===== src/design/irqpe_pkg.sv =====
// Package for the group-two pending register and group-zero priority enables.
// Assumes a 32-bit APB slave port and one core clock domain.

package irqpe_pkg;

  // ---------------------------------------------------------------------------
  // Register indices (byte address is four times the index)
  // ---------------------------------------------------------------------------
  localparam logic [29:0] IDX_G0_PRIO_HIGH = 30'h00FFE032;
  localparam logic [29:0] IDX_G0_PRIO_LOW  = 30'h00FFE033;
  localparam logic [29:0] IDX_G2_PENDING   = 30'h00FFE038;
  localparam logic [29:0] IDX_G2_SET       = 30'h00FFE039;
  localparam logic [29:0] IDX_G2_MASK      = 30'h00FFE03C;
  localparam logic [29:0] IDX_CTRL         = 30'h00FFE03D;

  // ---------------------------------------------------------------------------
  // Reset values and field positions
  // ---------------------------------------------------------------------------
  localparam logic [7:0] RST_G0_PRIO  = 8'h00;
  localparam logic [7:0] RST_G2_PEND  = 8'h00;
  localparam logic [7:0] RST_G2_MASK  = 8'h00;
  localparam logic       RST_GLOB_EN  = 1'b0;
  localparam int         CTRL_GLOB_EN = 0;

  // Group-two pending bit positions
  localparam int BIT_PWM_TIMER  = 7;
  localparam int BIT_UART1_RX   = 6;
  localparam int BIT_UART1_TX   = 5;
  localparam int BIT_PWM_FAULT  = 4;
  localparam int BIT_PORTC_TOP  = 3;

  // Group-zero source bit positions
  localparam int BIT_TIMER2  = 7;
  localparam int BIT_TIMER1  = 6;
  localparam int BIT_TIMER0  = 5;
  localparam int BIT_U0_RX   = 4;
  localparam int BIT_U0_TX   = 3;
  localparam int BIT_TWOWIRE = 2;
  localparam int BIT_SPI     = 1;
  localparam int BIT_ADC     = 0;

  // ---------------------------------------------------------------------------
  // Types
  // ---------------------------------------------------------------------------
  typedef enum logic [1:0] {
    LVL_OFF  = 2'h0,
    LVL_LOW  = 2'h1,
    LVL_NOM  = 2'h2,
    LVL_HIGH = 2'h3
  } irqpe_level_e;

  // Priority level of each group-zero source
  typedef struct packed {
    irqpe_level_e timer2;
    irqpe_level_e timer1;
    irqpe_level_e timer0;
    irqpe_level_e uart0Rx;
    irqpe_level_e uart0Tx;
    irqpe_level_e twoWire;
    irqpe_level_e serialPeriph;
    irqpe_level_e converter;
  } irqpe_prio_s;

  // Group-two request sources
  typedef struct packed {
    logic       pwmTimer;
    logic       uart1Rx;
    logic       uart1Tx;
    logic       pwmFault;
    logic [3:0] portcOrDma;
  } irqpe_req_s;

endpackage : irqpe_pkg


===== src/design/irqpe_top.sv =====
// Group-two interrupt pending register with set register, group-zero
// two-bit priority enables, and the interrupt request toward the CPU core.
// Assumes an APB master on core_clk and requests synchronous to core_clk.
// Mask and control registers sit three and four indices above the set register in the map.
// A pending read shows requests that arrive up to its setup cycle.
// cpuIrq follows the next pending value, so it rises with the pending bit.
//
// Contract
// A peripheral request sets its pending bit, held until cleared.
// With global enable on, pending unmasked requests interrupt the CPU.
// With global enable off, no CPU interrupt; pending stays readable.
// Writing one to a pending bit clears it; zero leaves it.
// Write-only set register after pending; ones set bits; reads zero.
// Pending bits: PWM timer 7, UART1 rx 6, UART1 tx 5, PWM fault 4.
// Pending bits 3..0 carry port C pin x or DMA channel x.
// High/low enable bits code priority: off, low, nominal, high.
// Enable-high register read/write, timer2 down to converter in bits 7..0.
// Enable-low register read/write, same ordering, supplies low bit.
// Pending bits set regardless of enables; enables only gate forwarding.
// Enable-high bit 6 belongs to timer 1.

`timescale 1ns/1ps

module irqpe_top
  import irqpe_pkg::*;
(
  input  wire logic        core_clk,
  input  wire logic        rst_n,
  // APB slave
  input  wire logic        psel,
  input  wire logic        penable,
  input  wire logic        pwrite,
  input  wire logic [31:0] paddr,
  input  wire logic [31:0] pwdata,
  input  wire logic [3:0]  pstrb,
  output logic      [31:0] prdata,
  output logic             pready,
  output logic             pslverr,
  // Peripheral requests, one cycle high or level
  input  wire irqpe_req_s  grp2Req,
  // Toward CPU core and arbitration
  output logic             cpuIrq,
  output logic [7:0]       grp2Pending,
  output irqpe_prio_s      grp0Prio
);

  // ---------------------------------------------------------------------------
  // Reset synchroniser
  // ---------------------------------------------------------------------------
  logic rstMeta_r;
  logic rstSync_r;

  // Asynchronous assert, two-flop release
  always_ff @(posedge core_clk or negedge rst_n) begin
    if (!rst_n) begin
      rstMeta_r <= 1'b0;
      rstSync_r <= 1'b0;
    end else begin
      rstMeta_r <= 1'b1;
      rstSync_r <= rstMeta_r;
    end
  end

  // ---------------------------------------------------------------------------
  // Helpers
  // ---------------------------------------------------------------------------
  // Byte address of a register index
  function automatic logic [31:0] regAddr(input logic [29:0] idx);
    regAddr = {idx, 2'b00};
  endfunction

  // Two enable bits into a priority level
  function automatic irqpe_level_e toLevel(input logic hi, input logic lo);
    toLevel = irqpe_level_e'({hi, lo});
  endfunction

  // ---------------------------------------------------------------------------
  // Bus decode
  // ---------------------------------------------------------------------------
  logic       setupPhase;
  logic       accessPhase;
  logic       wrAccess;
  logic       hitPrioHigh;
  logic       hitPrioLow;
  logic       hitPending;
  logic       hitSet;
  logic       hitMask;
  logic       hitCtrl;
  logic       hitAny;
  logic [7:0] wrByte;

  // Address match and phase detection
  always_comb begin
    setupPhase  = psel && !penable;
    accessPhase = psel && penable;
    wrAccess    = accessPhase && pwrite && pstrb[0];
    hitPrioHigh = paddr == regAddr(IDX_G0_PRIO_HIGH);
    hitPrioLow  = paddr == regAddr(IDX_G0_PRIO_LOW);
    hitPending  = paddr == regAddr(IDX_G2_PENDING);
    hitSet      = paddr == regAddr(IDX_G2_SET);
    hitMask     = paddr == regAddr(IDX_G2_MASK);
    hitCtrl     = paddr == regAddr(IDX_CTRL);
    hitAny      = hitPrioHigh || hitPrioLow || hitPending || hitSet || hitMask || hitCtrl;
    wrByte      = pwdata[7:0];
  end

  // No wait states, so every access phase lasts one cycle
  // Zero wait state; data is prepared in the setup cycle
  assign pready = 1'b1;

  // ---------------------------------------------------------------------------
  // Group-zero priority enables
  // ---------------------------------------------------------------------------
  logic [7:0] prioHigh_r;
  logic [7:0] prioLow_r;

  // High bits, plain read/write
  always_ff @(posedge core_clk or negedge rstSync_r) begin
    if (!rstSync_r) begin
      prioHigh_r <= RST_G0_PRIO;
    end else if (wrAccess && hitPrioHigh) begin
      prioHigh_r <= wrByte;
    end
  end

  // Low bits, plain read/write
  always_ff @(posedge core_clk or negedge rstSync_r) begin
    if (!rstSync_r) begin
      prioLow_r <= RST_G0_PRIO;
    end else if (wrAccess && hitPrioLow) begin
      prioLow_r <= wrByte;
    end
  end

  // Per-source level, same ordering in both registers
  always_comb begin
    grp0Prio.timer2       = toLevel(prioHigh_r[BIT_TIMER2], prioLow_r[BIT_TIMER2]);
    grp0Prio.timer1       = toLevel(prioHigh_r[BIT_TIMER1], prioLow_r[BIT_TIMER1]);
    grp0Prio.timer0       = toLevel(prioHigh_r[BIT_TIMER0], prioLow_r[BIT_TIMER0]);
    grp0Prio.uart0Rx      = toLevel(prioHigh_r[BIT_U0_RX], prioLow_r[BIT_U0_RX]);
    grp0Prio.uart0Tx      = toLevel(prioHigh_r[BIT_U0_TX], prioLow_r[BIT_U0_TX]);
    grp0Prio.twoWire      = toLevel(prioHigh_r[BIT_TWOWIRE], prioLow_r[BIT_TWOWIRE]);
    grp0Prio.serialPeriph = toLevel(prioHigh_r[BIT_SPI], prioLow_r[BIT_SPI]);
    grp0Prio.converter    = toLevel(prioHigh_r[BIT_ADC], prioLow_r[BIT_ADC]);
  end

  // ---------------------------------------------------------------------------
  // Group-two pending register
  // ---------------------------------------------------------------------------
  logic [7:0] pending_r;
  logic [7:0] pending_nxt;
  logic [7:0] hwSet;
  logic [7:0] swSet;
  logic [7:0] swClr;

  // Request bit placement
  always_comb begin
    hwSet                    = 8'h00;
    hwSet[BIT_PWM_TIMER]     = grp2Req.pwmTimer;
    hwSet[BIT_UART1_RX]      = grp2Req.uart1Rx;
    hwSet[BIT_UART1_TX]      = grp2Req.uart1Tx;
    hwSet[BIT_PWM_FAULT]     = grp2Req.pwmFault;
    hwSet[BIT_PORTC_TOP:0]   = grp2Req.portcOrDma;
  end

  // Set wins over a clear in the same cycle
  always_comb begin
    swSet       = (wrAccess && hitSet) ? wrByte : 8'h00;
    swClr       = (wrAccess && hitPending) ? wrByte : 8'h00;
    pending_nxt = (pending_r & ~swClr) | hwSet | swSet;
  end

  // Sticky pending bits, no enable gating
  always_ff @(posedge core_clk or negedge rstSync_r) begin
    if (!rstSync_r) begin
      pending_r <= RST_G2_PEND;
    end else begin
      pending_r <= pending_nxt;
    end
  end

  assign grp2Pending = pending_r;

  // ---------------------------------------------------------------------------
  // Forwarding mask and global enable
  // ---------------------------------------------------------------------------
  logic [7:0] mask_r;
  logic       globEn_r;

  // Mask of the pending layout
  always_ff @(posedge core_clk or negedge rstSync_r) begin
    if (!rstSync_r) begin
      mask_r <= RST_G2_MASK;
    end else if (wrAccess && hitMask) begin
      mask_r <= wrByte;
    end
  end

  // Global enable selects vectored or polled operation
  always_ff @(posedge core_clk or negedge rstSync_r) begin
    if (!rstSync_r) begin
      globEn_r <= RST_GLOB_EN;
    end else if (wrAccess && hitCtrl) begin
      globEn_r <= wrByte[CTRL_GLOB_EN];
    end
  end

  // Level request while global enable is on and an unmasked bit is pending
  always_ff @(posedge core_clk or negedge rstSync_r) begin
    if (!rstSync_r) begin
      cpuIrq <= 1'b0;
    end else begin
      cpuIrq <= globEn_r && |(pending_nxt & mask_r); // see
    end
  end

  // ---------------------------------------------------------------------------
  // Read data and error
  // ---------------------------------------------------------------------------
  logic [7:0] rdByte;

  // Read mux, set register reads as zero
  always_comb begin
    rdByte = 8'h00;
    if (hitPrioHigh) begin
      rdByte = prioHigh_r;
    end else if (hitPrioLow) begin
      rdByte = prioLow_r;
    end else if (hitPending) begin
      rdByte = pending_nxt;
    end else if (hitMask) begin
      rdByte = mask_r;
    end else if (hitCtrl) begin
      rdByte = {7'h00, globEn_r};
    end
  end

  // Captured in setup, presented in access
  always_ff @(posedge core_clk or negedge rstSync_r) begin
    if (!rstSync_r) begin
      prdata  <= 32'h00000000;
      pslverr <= 1'b0;
    end else if (setupPhase) begin
      prdata  <= pwrite ? 32'h00000000 : {24'h000000, rdByte};
      pslverr <= !hitAny;
    end
  end
endmodule // irqpe_top


===== config.mk =====
export PLATFORM = sky130hd
export DESIGN_NAME = irqpe_top
export DESIGN_NICKNAME = d
export VERILOG_FILES = /design/src/design/irqpe_pkg.sv /design/src/design/irqpe_top.sv
export SDC_FILE = /design/constraint.sdc
export NUM_CORES = 1
export LEC_CHECK = 0
export ABC_AREA = 0
export BUFFER_PORTS_ARGS = -buffer_cell sky130_fd_sc_hd__buf_4
export CORE_ASPECT_RATIO = 2
export CORE_UTILIZATION = 40
export CTS_CLUSTER_SIZE = 25
export DETAILED_ROUTE_END_ITERATION = 6
export HOLD_SLACK_MARGIN = 0.06
export PLACE_DENSITY = 0.74
export SKIP_CTS_REPAIR_TIMING = 1
export SYNTH_ARGS = -nofsm -noshare
export SYNTH_HDL_FRONTEND = slang
export SYNTH_SLANG_ARGS = --single-unit

===== constraint.sdc =====
create_clock -name core_clk -period 1.8 [get_ports core_clk]
set_input_delay 0 -clock core_clk [delete_from_list [all_inputs] [get_ports core_clk]]
set_output_delay 0 -clock core_clk [all_outputs]
set_load 0.005 [all_outputs]

## Yosys cells after proc, flatten, opt, wreduce, memory -nomap -nowiden

Cells that the tools add are included.

- Register bits: 69
- Bits of input ports: 81
- Output and inout port bits: 59
- Logic and storage cells: 48

- Equal/unequal tests: 6
- Mux-type cells: 8
- Bitwise operators: 5
- Reductions and logical operators: 19

Operators by type and width:

| kind | number |
|---|---|
| 32-bit by 26-bit equality test with 1-bit output, second input constant | 6 |
| 8-bit 2-to-1 mux | 7 |
| 8-bit AND | 2 |
| 8-bit OR | 2 |
| 1-bit logical AND | 11 |
| 8-bit inverter | 1 |
| 8-bit OR reduction | 1 |
| 1-bit logical OR | 5 |
| 1-bit zero test | 2 |
| 1-bit 2-to-1 mux | 1 |

## Longest topological paths before layout

Gate-level depths: netlist of run 1.

- Word-level depth: 13
- Mapped depth: 7
- Mapped depth without buffers: 6

## Worst setup path after synthesis of run 1

Ideal clock, no wire load.

- Kind: input-to-reg
- From: input port paddr[29]
- To: register mask_r[0]
- Setup time: 0.125 ns
- Data arrival time: 1.852 ns
- Data required time: 1.675 ns
- Slack: -0.177 ns
- Cell stages on the path: 6
- Cells stage by stage: or4b_4 -> or3_4 -> nor2_1 -> nand3_1 -> nor3_4 -> mux2_2

- Longest elaborated chain between the ends: 2

RTL lines:

| what | RTL line | text |
|---|---|---|
| start, declared | irqpe_top.sv:33 | `input wire logic [31:0] paddr,` |
| 32-bit by 26-bit equality test with 1-bit output | irqpe_top.sv:101 | `hitMask = paddr == regAddr(IDX_G2_MASK);` |
| 1-bit logical AND | irqpe_top.sv:194 | `end else if (wrAccess && hitMask) begin` |
| end signal, assigned | irqpe_top.sv:195 | `mask_r <= wrByte;` |
| end, declared | irqpe_top.sv:187 | `logic [7:0] mask_r;` |

Every way passes these cells.
A chain may end at the register's enable or synchronous reset.

## Worst setup path in the final report of run 1

- From: input port paddr[29]
- To: register prdata[7]

- Longest elaborated chain between the ends: 11
- Elaborated cells on any way between the ends: 18
- Those cells by class: 5 x eq/ne; 7 x mux; 4 x bitwise; 2 x reduce/logical

RTL lines:

| what | RTL line | text |
|---|---|---|
| 32-bit by 26-bit equality test with 1-bit output | irqpe_top.sv:99 | `hitPending = paddr == regAddr(IDX_G2_PENDING);` |
| 1-bit logical AND | irqpe_top.sv:169 | `swClr = (wrAccess && hitPending) ? wrByte : 8'h00;` |
| 8-bit 2-to-1 mux | irqpe_top.sv:169 |  |
| 8-bit inverter | irqpe_top.sv:170 | `pending_nxt = (pending_r & ~swClr) \| hwSet \| swSet;` |
| 8-bit AND | irqpe_top.sv:170 |  |
| 8-bit OR | irqpe_top.sv:170 |  |
| 8-bit OR * | irqpe_top.sv:170 |  |
| net pending_nxt[7] | irqpe_top.sv:151 | `logic [7:0] pending_nxt;` |
| 8-bit 2-to-1 mux * | irqpe_top.sv:229 | `end else if (hitPending) begin` |
| 8-bit 2-to-1 mux * | irqpe_top.sv:227 | `end else if (hitPrioLow) begin` |
| 8-bit 2-to-1 mux * | irqpe_top.sv:225 | `if (hitPrioHigh) begin` |
| 8-bit 2-to-1 mux * | irqpe_top.sv:244 | `prdata <= pwrite ? 32'h00000000 : {24'h000000, rdByte};` |
| end signal, assigned | irqpe_top.sv:244 |  |
| end, declared | irqpe_top.sv:36 | `output logic [31:0] prdata,` |

The timed path passes the listed nets; every way through them passes the cells marked *.

==> summary by stage, run 1 <==
Status
The flow ran to the end, but the final reports show violations. The checks that failed: design-rule violations, negative setup slack.

Yosys
Ranked by total cell area, the synthesized netlist is headed by sky130_fd_sc_hd__dfrtp_1, sky130_fd_sc_hd__mux2_2, sky130_fd_sc_hd__buf_4. In the synthesized netlist the dominant register cell turns out to be sky130_fd_sc_hd__dfrtp_1. The sequential fraction of the synthesis area is a little under half. The top-area cell type share of the netlist area is between 40 and 50%. The synthesis warning total is 0. The number of synthesized flops with an enable pin is 0.

For this run, asynchronously set or reset flops after synthesis account for 100%. In this run, synthesis produced a sequential element count of 45. sky130_fd_sc_hd__dfrtp_1 takes more of the synthesized area than any other cell.

The cell count after synthesis is 241. The average instance in the mapped netlist occupies 10.2 sq um. The mapped netlist covers 2450 sq um.

The distinct cell type count after synthesis is 40.

Routing
The final route contains 2326 vias. In the routed layout, each cell is associated on average with a via count of 5.37. The wire length reported by the detailed router is roughly 6700 um. The post-detailed-route DRC marker count is 8.

The first detailed-routing pass took 7 iterations. The count of nets left with antenna violations after detail routing is 0. The mean routed wirelength per cell is roughly 15 um. For this block, the initial DRC count from the detailed router was around 130.

Global routing
The total grt overflow is 0. The number of antenna violations at the first check in global routing is 0. The aggregate global-route resource usage is 21.2%.

The first global-routing pass estimated roughly 11000 um of wire. The pin count of the biggest net entering global routing is 44. The number of global-route vias before repair is 2286.

Placed design
After legalization and detailed placement, the total HPWL measured between 5000 and 6000 um. In this run the tool buffered the top-level ports with 87 buffer cells. The number of placed instances, taps included is 409. The final estimated routing congestion in global placement is between 0.8 and 0.9.

Setup path
The critical path contains buffers and inverters numbering 2 combined. The critical path goes through buf_6, or4b_4, or3_4, nor3_4, buf_12, o211ai_1, a222oi_1, o31ai_1. The kind of start point of the critical path is an input port. The highest cell delay on the worst timing path is 0.53 ns. The largest individual stage delay along the critical path comes from the cell sky130_fd_sc_hd__or4b_4. The data arrival time at the worst-slack endpoint is 2.00 ns.

The required arrival time at the worst endpoint is 1.95 ns. Broken down by cell family, the worst path's largest delay share belongs to simple AND/OR/NAND/NOR gates. Along the worst path, the maximum fanout reaches 8.

The kind of critical path is in2reg. The kind of end point of the critical path is a register.

Floorplanning
The vertical die dimension is about 110 um. The initial core utilization is ~41%. The die is 57.4 um wide.

140 I/O pins were placed. The full die area is 6470 sq um. The floorplan has 40 rows.

The placeable core region is 5960 sq um.

Timing
Of the available clock period, the critical path in the final layout requires 103%. The final max-slew violation count is 0. Setup repair after global routing could not meet its margin everywhere. The highest clock frequency the design can meet is 539 MHz. The final hold violation count was 0. On the final layout, the worst clock skew is 0.0106 ns.

Setup violations remaining at the end of the flow were counted as 4. For the pin with the worst max-slew slack, the measured transition is just under 0.7 ns. Counting I/O delays and the setup requirement, the final critical path takes 1.86 ns. Across all setup checks in the final design, the least slack found is -0.0551 ns. In this run the tightest slew margin relative to its limit is 54.0%. Final hold analysis gives a worst-case slack of 0.0519 ns.

Hold path
In this run the worst hold path is classified as in2reg.

CTS
The number of sinks handled by clock tree synthesis is 45. The maximum buffer depth of the clock tree is 2. The root cell of the clock tree is sky130_fd_sc_hd__clkbuf_16. The number of CTS-inserted buffers is 5. The clock tree from TritonCTS is built. The later pin in the worst-skew pair is clocked with a latency of around 0.29 ns. The H-tree was split into 2 levels. The clock-pin slew of the registers on the worst-case setup and hold paths is 0.07 ns.

Finish
The number of inserted filler cells in the final layout is between 500 and 600. Compared with the post-synthesis result, the final layout area differs by 47.4%. The share of layout cells above drive strength 1 is 40.8%.

At the end of the flow, the number of nets in the layout was 450. The count of inserted antenna diode cells is 0. The count of cells in the finished layout, fillers not included, comes to ~430.

Power
Across the VDD grid, the largest voltage drop is 0.433 mV. The cell leakage power is 1.82 nW. The power density of the placed cells is 602 nW/um^2.

Run
Across the run, the number of max-cap violations was 0.
-- report_power, final --
part           total, mW  switching [mW]  internal [mW]
sequential          1.02         0.00173           1.02
clock              0.926           0.375          0.552
combinational      0.235           0.108          0.127
-- worst paths after layout --
kind	from	cells after the start	slack, ns	to
max in group asynchronous	rst_n	3	1.10	rstSync_r
min	grp2Req[1]	3	0.05	grp2Pending[1]
min reg2reg	rstSync_r	1	0.30	prioHigh_r[7]
max reg2reg	grp2Pending[5]	6	0.26	prdata[5]
max	paddr[29]	8	-0.06	prdata[7]
min in group asynchronous	rstSync_r	1	0.30	prioHigh_r[7]
-- through the flow --
step / power, mW / util, % / setup slack, ns / instance area [sq um] / setup TNS (ns)
after floorplan: 1.15 / - / -0.167 / 2550 / -1.90
after global placement: 1.24 / 55.2 / -0.248 / 3290 / -6.44
after detailed placement: 1.24 / 55.2 / -0.347 / 3290 / -7.77
after CTS: 2.17 / 57.8 / -0.0364 / 3440 / -0.0698
after global routing: 2.25 / 60.8 / -0.164 / 3620 / -0.604
final: 2.18 / 60.8 / -0.0551 / 3620 / -0.101
-- worst reg2reg max path, delay by kind of cell (launching register included) --
| kind | cells | cell delay (ns) |
|---|---|---|
| compound gates | 5 | 0.91 |
| buf+inv | 1 | 0.10 |
| flops | 1 | 0.38 |
-- kinds of logic (layout without fill, tap and decap cells) --
kind of cell / Yosys count / in the layout / synth area share [%]
AOI/OAI and AO/OA: 58 / 58 / 16.6
buffers and inverters: 50 / 155 / 11.6
and+or+nand+nor: 69 / 69 / 17.8
muxes: 17 / 17 / 7.80
other: 2 / 26 / 0.306
DFF: 45 / 45 / 45.9
-- cell usage after synthesis, drive strengths merged (8+ instances only) --
library cell	count
inv	17
nand4	10
mux2	17
buf	29
nand2	22
a21oi	9
nand2b	8
o21ai	11
o21bai	8
dfrtp	45
-- placed cells by master, fill, tap and decap left out, types with 2 or more instances in the layout --
cell type | netlist | final
sky130_fd_sc_hd__o211ai_1 | 7 | 7
sky130_fd_sc_hd__buf_12 | 0 | 2
sky130_fd_sc_hd__buf_6 | 0 | 3
sky130_fd_sc_hd__nor2_1 | 5 | 5
sky130_fd_sc_hd__nand2_1 | 22 | 22
sky130_fd_sc_hd__dfrtp_1 | 45 | 45
sky130_fd_sc_hd__inv_1 | 17 | 17
sky130_fd_sc_hd__o21bai_1 | 8 | 8
sky130_fd_sc_hd__a41oi_1 | 2 | 2
sky130_fd_sc_hd__a21oi_1 | 9 | 9
sky130_fd_sc_hd__nand4_1 | 10 | 10
sky130_fd_sc_hd__nor3_2 | 2 | 2
sky130_fd_sc_hd__clkbuf_16 | 0 | 5
sky130_fd_sc_hd__and4_1 | 2 | 2
sky130_fd_sc_hd__o31ai_1 | 7 | 7
sky130_fd_sc_hd__nor3_1 | 2 | 2
sky130_fd_sc_hd__buf_4 | 25 | 110
sky130_fd_sc_hd__o21ai_0 | 10 | 10
sky130_fd_sc_hd__nor4b_1 | 2 | 2
sky130_fd_sc_hd__dlygate4sd3_1 | 0 | 15
sky130_fd_sc_hd__a222oi_1 | 7 | 7
sky130_fd_sc_hd__a22oi_1 | 4 | 3
sky130_fd_sc_hd__nand3_1 | 4 | 4
sky130_fd_sc_hd__nor3_4 | 2 | 2
sky130_fd_sc_hd__nand2b_1 | 8 | 8
sky130_fd_sc_hd__mux2_2 | 17 | 17
sky130_fd_sc_hd__conb_1 | 2 | 26
-- routing by layer --
layer  routed length [um]  vias up  part of all wire, %  GRT usage (%)
met5                    0        -                    0              0
met4                  148        0                  2.2           8.46
met3                  337       14                  5.0           3.66
met2                 3850      105                   57           39.8
met1                 2370     1122                   35           22.4
li1                     -     1085                    -              -
-- sequential cells by signal, indices dropped and copies added (netlist names), 8 cells and up --
signal and count:
grp2Pending 8, prdata 8, mask_r 8, prioHigh_r 8, prioLow_r 8
-- area by class of cell --
cell class | instances | area [sq um] | area share [%]
clock buffers | 6 | 139 | 3.84
clock inverters | 2 | 13.8 | 0.380
inverters | 17 | 63.8 | 1.76
multi-input cells | 170 | 1150 | 31.7
flip-flops and latches | 45 | 1130 | 31.1
well taps | 63 | 78.8 | 2.18
repair buffers | 130 | 1050 | 29.0
Note: power is estimated with default switching activity, not from simulation.
==> inputs of run 2 (changes only) <==
==> constraint.sdc (replaced) <==
create_clock -name core_clk -period 1.8 [get_ports core_clk]
set_input_delay 0.27 -clock core_clk [delete_from_list [all_inputs] [get_ports core_clk]]
set_output_delay 0.27 -clock core_clk [all_outputs]
set_load 0.005 [all_outputs]
==> run 2 against run 1 <==
  * The flow still finishes with violations (design-rule violations, negative setup slack)
  * Total power decreased by 1.5%
  * Non-clock buffer count unchanged
  * Flip-flop and latch count unchanged
  * Cell count unchanged
  * Cell area increased by 1.5%
  * Worst hold slack improved by 0.20 ns
  * Maximum frequency decreased by 12%
  * Register-to-register slack got worse by 0.06 ns
  * First-iteration DRC count decreased by 12%
  * Critical path depth unchanged
  * Largest cell class unchanged
  * Largest power group unchanged
==> summary by stage, run 2 (synthesis gave the netlist of run 1 again) <==
Setup path
The kind of start point of the critical path is an input port. The highest cell delay on the worst timing path is 0.52 ns. In this run the worst path has a maximum fanout of 8.

The data arrival time at the worst-slack endpoint is 2.29 ns. Traced cell by cell, the critical path runs through buf_6, or4b_4, or3_4, nor3_4, buf_12, o211ai_1, a222oi_1, o31ai_1. The cell at the slowest stage of the critical path is sky130_fd_sc_hd__or4b_4. The largest delay contributor family on the critical path is simple AND/OR/NAND/NOR gates. Together, buffers and inverters on the worst path number 2. The critical path in this run is classified as in2reg. The required arrival time at the worst endpoint is around 2 ns.

STA classifies the critical path endpoint as a register.

Placed design
The number of placed instances, taps included is around 420. The final estimated routing congestion in global placement is 0.913. The placement-stage cell area is ~3400 sq um.

The worst-case setup slack after placement is -0.630 ns. The number of buffers added on ports is slightly below 90. The sum of net half-perimeters after detailed placement is about 5300 um.

CTS
The number of clock buffers added by TritonCTS is 5. The root cell of the clock tree is sky130_fd_sc_hd__clkbuf_16. TritonCTS built the clock tree. The clock-pin slew of the registers on the worst-case setup and hold paths is 0.06 ns. The H-tree was split into 2 levels. The clock latency reported for the late side of the worst-skew pair is between 0.2 and 0.3 ns.

Clock tree synthesis found a total of 45 sinks. The maximum buffer depth of the clock tree is 2.

Global routing
The pin count of the biggest net entering global routing is 44. Global routing consumed, on the met3 layer, about 4.7% of the routing resources. The most utilized layer in the global route result is met2. The number of antenna violations at the first check in global routing is 0.

The total grt overflow is 0. Global routing used 21.5% of the available met1 tracks. The routing usage on met2 is 38.4%. For this run, the total global-route usage over all layers was measured as 21.7%. The number of global-route vias before repair is 2277. The first global-routing pass estimated 10600 um of wire.

Finish
The library cell used most frequently in the layout, excluding fill and tap cells, is sky130_fd_sc_hd__buf_4. The area growth from synthesis to layout is 49.6%. The number of inserted filler cells in the final layout is 507. In the layout the commonest cells are sky130_fd_sc_hd__buf_4, sky130_fd_sc_hd__dfrtp_1, sky130_fd_sc_hd__conb_1. The post-route netlist has between 40% and 50% of its cells at a drive strength greater than 1.

0 antenna diodes ended up in the layout. The number of nets at the end of the flow is 450. The share of the core filled with cells is 61.7%.

The filler-free cell count of the finished design is 433. The post-route standard cell area excluding fillers is 3670 sq um.

Timing
The worst hold slack after final layout is ~0.25 ns. The total setup violations reported at the end of the flow is 34. The final max-slew violation count is 0. The highest clock frequency the design can meet is 472 MHz. Counting I/O delays and the setup requirement, the final critical path takes 2.12 ns. The clock skew is 0.00416 ns. The final hold violation count is 0. The slew at the pin closest to its max-slew limit is 0.547 ns. The post-route fraction of the period consumed by the critical path is 118%. The final setup slack of the worst path is -0.319 ns.

In this run the tightest slew margin relative to its limit is approximately 64%. Setup repair after global routing could not meet its margin everywhere.

Routing
After detailed routing, the number of remaining DRC violations is 9. The pre-antenna-repair detailed-routing pass consisted of 6 iterations. For this block, the initial DRC count from the detailed router was around 110. Using the TritonRoute via totals, the vias-per-cell ratio works out to 5.38. The total number of vias is 2328.

Dividing the detail-routed wire length by the instance count gives 15.6 um. In this run the remaining antenna-violating nets after routing total 0. The wire length reported by the detailed router is 6770 um.

Floorplanning
The placeable core region is 5960 sq um. The total number of placement rows is 40. The initial core utilization is between 40% and 50%. From bottom edge to top edge, the die measures ~110 um.

The full die area is 6470 sq um. The die outline width is 57.4 um. In this run the count of I/O pins placed on the die edge is 140.

Status
The checks that failed: design-rule violations, negative setup slack. The run finished, with violations left.

Power
The worst IR drop on VDD is between 0.4 and 0.5 mV. In this run the static leakage power is 1.87 nW. The power density of the placed cells is about 580 nW/um^2.

Hold path
The classification of the worst-slack hold path is in2reg.

Run
The count of maximum capacitance violations is 0.
## run 2: cell types whose count changed in the layout (fill, tap and decap cells not counted), moves of 3 or more
cell and delta:
sky130_fd_sc_hd__buf_4 +9, sky130_fd_sc_hd__nand3_1 -3, sky130_fd_sc_hd__buf_6 +3, sky130_fd_sc_hd__o21ai_0 -5, sky130_fd_sc_hd__nor3_4 +3, sky130_fd_sc_hd__dlygate4sd3_1 -14
sky130_fd_sc_hd__o21ai_1 +5
## run 2: final timing paths
| kind | end | depth (start not counted) | start | slack (ns) |
|---|---|---|---|---|
| max in group asynchronous | prioHigh_r[3] | 1 | rstSync_r | 1.11 |
| worst max-delay path | prdata[1] | 8 | paddr[29] | -0.32 |
| worst min register to register | prioHigh_r[7] | 1 | rstSync_r | 0.32 |
| worst max register to register | prdata[5] | 6 | grp2Pending[5] | 0.20 |
| min in group asynchronous | rstMeta_r | 2 | rst_n | 0.28 |
| worst min-delay path | prioLow_r[2] | 2 | pwdata[2] | 0.25 |
## run 2: stage by stage
stage	setup TNS, ns	power [mW]
after floorplan	-9.53	1.15
after global placement	-16.95	1.25
after detailed placement	-18.02	1.26
after CTS	-6.33	2.16
after global routing	-9.15	2.22
final	-7.12	2.15
## run 2: routing by layer
metal,routed length (um),part of all wire (%)
met1,2190,32
met2,3890,57
met3,389,5.8
met4,291,4.3
met5,0,0
## run 2: area by class of cell
cell class / count / area (sq um) / area share [%]
Sequential cell: 45 / 1130 / 30.7
Timing Repair Buffer: 130 / 1050 / 28.6
Multi-Input combinational cell: 170 / 1210 / 32.9
Inverter: 17 / 63.8 / 1.74
Clock buffer: 6 / 129 / 3.51
Tap cell: 63 / 78.8 / 2.15
Clock inverter: 2 / 15.0 / 0.409
## run 2: power breakdown
group	leakage [nW]	switching, mW	internal, mW
logic	1.23	0.108	0.119
clock network	0.0631	0.388	0.514
registers	0.575	0.00195	1.02
==> inputs of run 3 (changes only) <==
--- a/config.mk
+++ b/config.mk
@@ -7,7 +7,9 @@
 export LEC_CHECK = 0
 export ABC_AREA = 0
 export BUFFER_PORTS_ARGS = -buffer_cell sky130_fd_sc_hd__buf_4
+export CAP_MARGIN = 20
 export CORE_ASPECT_RATIO = 2
+export CORE_MARGIN = 2
 export CORE_UTILIZATION = 40
 export CTS_CLUSTER_SIZE = 25
 export DETAILED_ROUTE_END_ITERATION = 6
==> run 3 against run 2 <==
  * The run ends with negative setup slack left
  * Sequential share of layout area decreased by 1.0 points
  * Register-to-register slack improved by 0.04 ns
  * Via count increased by 1.8%
  * Cell count increased by 0.46%
  * Worst hold slack got worse by 0.0044 ns
  * Wire length increased by 6.8%
  * Largest power group unchanged
==> summary by stage, run 3 (synthesis gave the netlist of run 1 again) <==
Finish
Leaving out fill and tap cells, the most frequent cell in the layout is sky130_fd_sc_hd__buf_4. The layout overhead on the synthesized area is 54.9%. Across the whole layout, storage elements account for 1130 sq um. For this run, the post-layout net count is 452.

The footprint of the multi-input gates is ~1300 sq um. The repair_antennas step left the layout with diodes totalling 0. In the layout the commonest cells are sky130_fd_sc_hd__buf_4, sky130_fd_sc_hd__dfrtp_1, sky130_fd_sc_hd__conb_1. The layout has between 400 and 500 filler cells.

The post-route standard cell area excluding fillers is 3800 sq um. Cells with a size suffix above 1 make up 49.2% of the layout.

Setup path
By startpoint and endpoint, the worst setup path is classified as in2reg. The top fanout value on the critical path is 8. At the worst endpoint, the arrival time is 2.32 ns.

The kind of start point of the critical path is an input port. The required arrival time at the worst endpoint is 1.96 ns. Grouping stages by cell kind, the critical path spends the most delay in simple AND/OR/NAND/NOR gates. The number of buffers and inverters on the critical path is 2. The setup slack of the worst register-to-register path is approximately 0.24 ns.

The launching point of the worst reg2reg path is grp2Pending[5]. The reg-to-reg endpoint is prdata[5]. The largest single stage delay on the critical path is 0.53 ns. The critical path goes through buf_6, or4b_4, or3_4, nor3_4, buf_12, o211ai_1, a222oi_1, o31ai_1. The cell at the slowest stage of the critical path is sky130_fd_sc_hd__or4b_4. The worst setup path is captured at a register. The number of cells on the worst reg-to-reg path is 6.

Global routing
The global routing met3 resource utilization is 3.04%. The aggregate global-route resource usage is between 20% and 30%. The wire length of the first global-routing pass is 10800 um.

The pin count of the biggest net entering global routing is 44. The routing usage on met2 is 37.9%. The global routing met1 resource utilization is 22.8%. The number of antenna violations at the first check in global routing is 0.

The total grt overflow is 0. The number of global-route vias before repair is 2316. The most utilized layer in the global route result is met2.

Timing
The slew at the pin closest to its max-slew limit is 0.556 ns. The final hold violation count is 0. The setup TNS is -6.74 ns. Across the routed clock network, the largest skew measured is 0.00783 ns. The final max-slew violation count is 0. Setup repair after global routing could not meet its margin everywhere.

After layout, the minimum clock period comes to 2.15 ns. In the post-route analysis, the smallest setup slack over all paths is -0.354 ns. Setup violations remaining at the end of the flow were counted as 34.

The worst slew margin relative to its limit is between 60 and 70%. The post-route fraction of the period consumed by the critical path is 120%. The highest clock frequency the design can meet is roughly 460 MHz.

Hold path
The path class of the tightest hold or removal check is in2reg. The worst hold path begins at pwdata[4]. The sink of the worst hold path is prioLow_r[4]. Counting instances, the worst hold path has a depth of 2.

Power
The worst IR drop on VDD is 0.479 mV. For this design the static power due to leakage is 1.92 nW. The power density of the placed cells is 568 nW/um^2.

Overall power consumption after layout is estimated at 2.16 mW.

CTS
The root cell of the clock tree is sky130_fd_sc_hd__clkbuf_16. The maximum buffer depth of the clock tree is 2. The later pin in the worst-skew pair is clocked with a latency of 0.29 ns. After clock tree synthesis, the clock-pin slew on the worst setup and hold paths is 0.07 ns. Counting the buffers created by CTS gives 5. TritonCTS built the clock tree.

The H-tree level count is 2. The number of sinks handled by clock tree synthesis is 45.

Floorplanning
The initial utilization of the core area, before any placement, comes to 41.2%. In this run the count of I/O pins placed on the die edge is 140. The vertical die dimension is 115 um. The floorplan step defined a core boundary enclosing a little under 6000 sq um. The die outline width is 59.4 um. The full die area is 6820 sq um.

The floorplan has 40 rows.

Routing
Dividing the detail-routed via count by the number of cells gives between 5 and 6. The detailed router finished its first iteration with 133 violations. The routed layout has approximately 2400 vias. The mean routed wirelength per cell is about 17 um. Once detail routing completed, the nets flagged for antenna violations numbered 0.

In the routed design, unresolved DRC markers number 0. The number of search-and-repair iterations in the first detailed-routing pass is 4. The wire length reported by the detailed router is 7230 um.

Status
The run finished, with violations left. The checks that failed: negative setup slack.

Placed design
Summing all placed instances gives a cell area of 3400 sq um. The sum of net half-perimeters after detailed placement is 5400 um. During placement, the flow inserted port buffers numbering 87. The final estimated routing congestion in global placement is 0.862.

Run
Max-cap violations in this run came to 0.
==> run 3: changes by cell type in the layout (fill, tap and decap cells not counted), sizes merged <==
cell	before	now
clkinv	0	3
clkinvlp	2	0
buf	129	130
==> run 3: area by class of cell <==
cell class                      count  area share [%]
Sequential cell                    45            29.6
Tap cell                           63            2.07
Timing Repair Buffer              132            28.4
Clock inverter                      3           0.592
Multi-Input combinational cell    170            34.4
Inverter                           17            1.68
Clock buffer                        5            3.29
==> run 3: how the worst max path moves through the flow <==
stage	start	endpoint	slack, ns	cells after the start
5_1_grt	paddr[31]	prdata[3]	-0.47	9
3_5_place_dp	paddr[29]	prdata[6]	-0.62	8
6_report	paddr[31]	prdata[1]	-0.35	8
2_1_floorplan	paddr[29]	mask_r[0]	-0.43	6
3_3_place_gp	paddr[29]	prdata[1]	-0.60	8
4_1_cts	paddr[29]	prdata[6]	-0.31	8
==> run 3: metal layers <==
metal / vias to the layer above / routed length (um) / share of wire [%]
met4: 0 / 211 / 2.9
met1: 1165 / 2490 / 34
met2: 104 / 4160 / 58
li1: 1086 / - / -
met3: 15 / 366 / 5.1
met5: - / 0 / 0
==> run 3: power breakdown <==
part	internal, mW	total, mW	switching (mW)
clock	0.516	0.912	0.395
sequential	1.02	1.02	0.00227
combinational	0.119	0.231	0.112
==> run 3: stage by stage <==
stage	setup WS [ns]	hold WS [ns]	util [%]	cells
floorplan	-0.427	-0.0256	-	265
global placement	-0.599	0.0521	57.1	419
detailed placement	-0.616	0.0544	57.1	419
CTS	-0.312	-0.257	59.5	427
global route	-0.470	0.247	63.8	435
finish	-0.354	0.243	63.8	435
==> run 3: worst reg2reg max path: cells and delay by family (launching register included) <==
kind,cells,cell delay [ns]
AO/OA/AOI/OAI,5,0.94
flip-flops,1,0.39
buffers and inverters,1,0.11
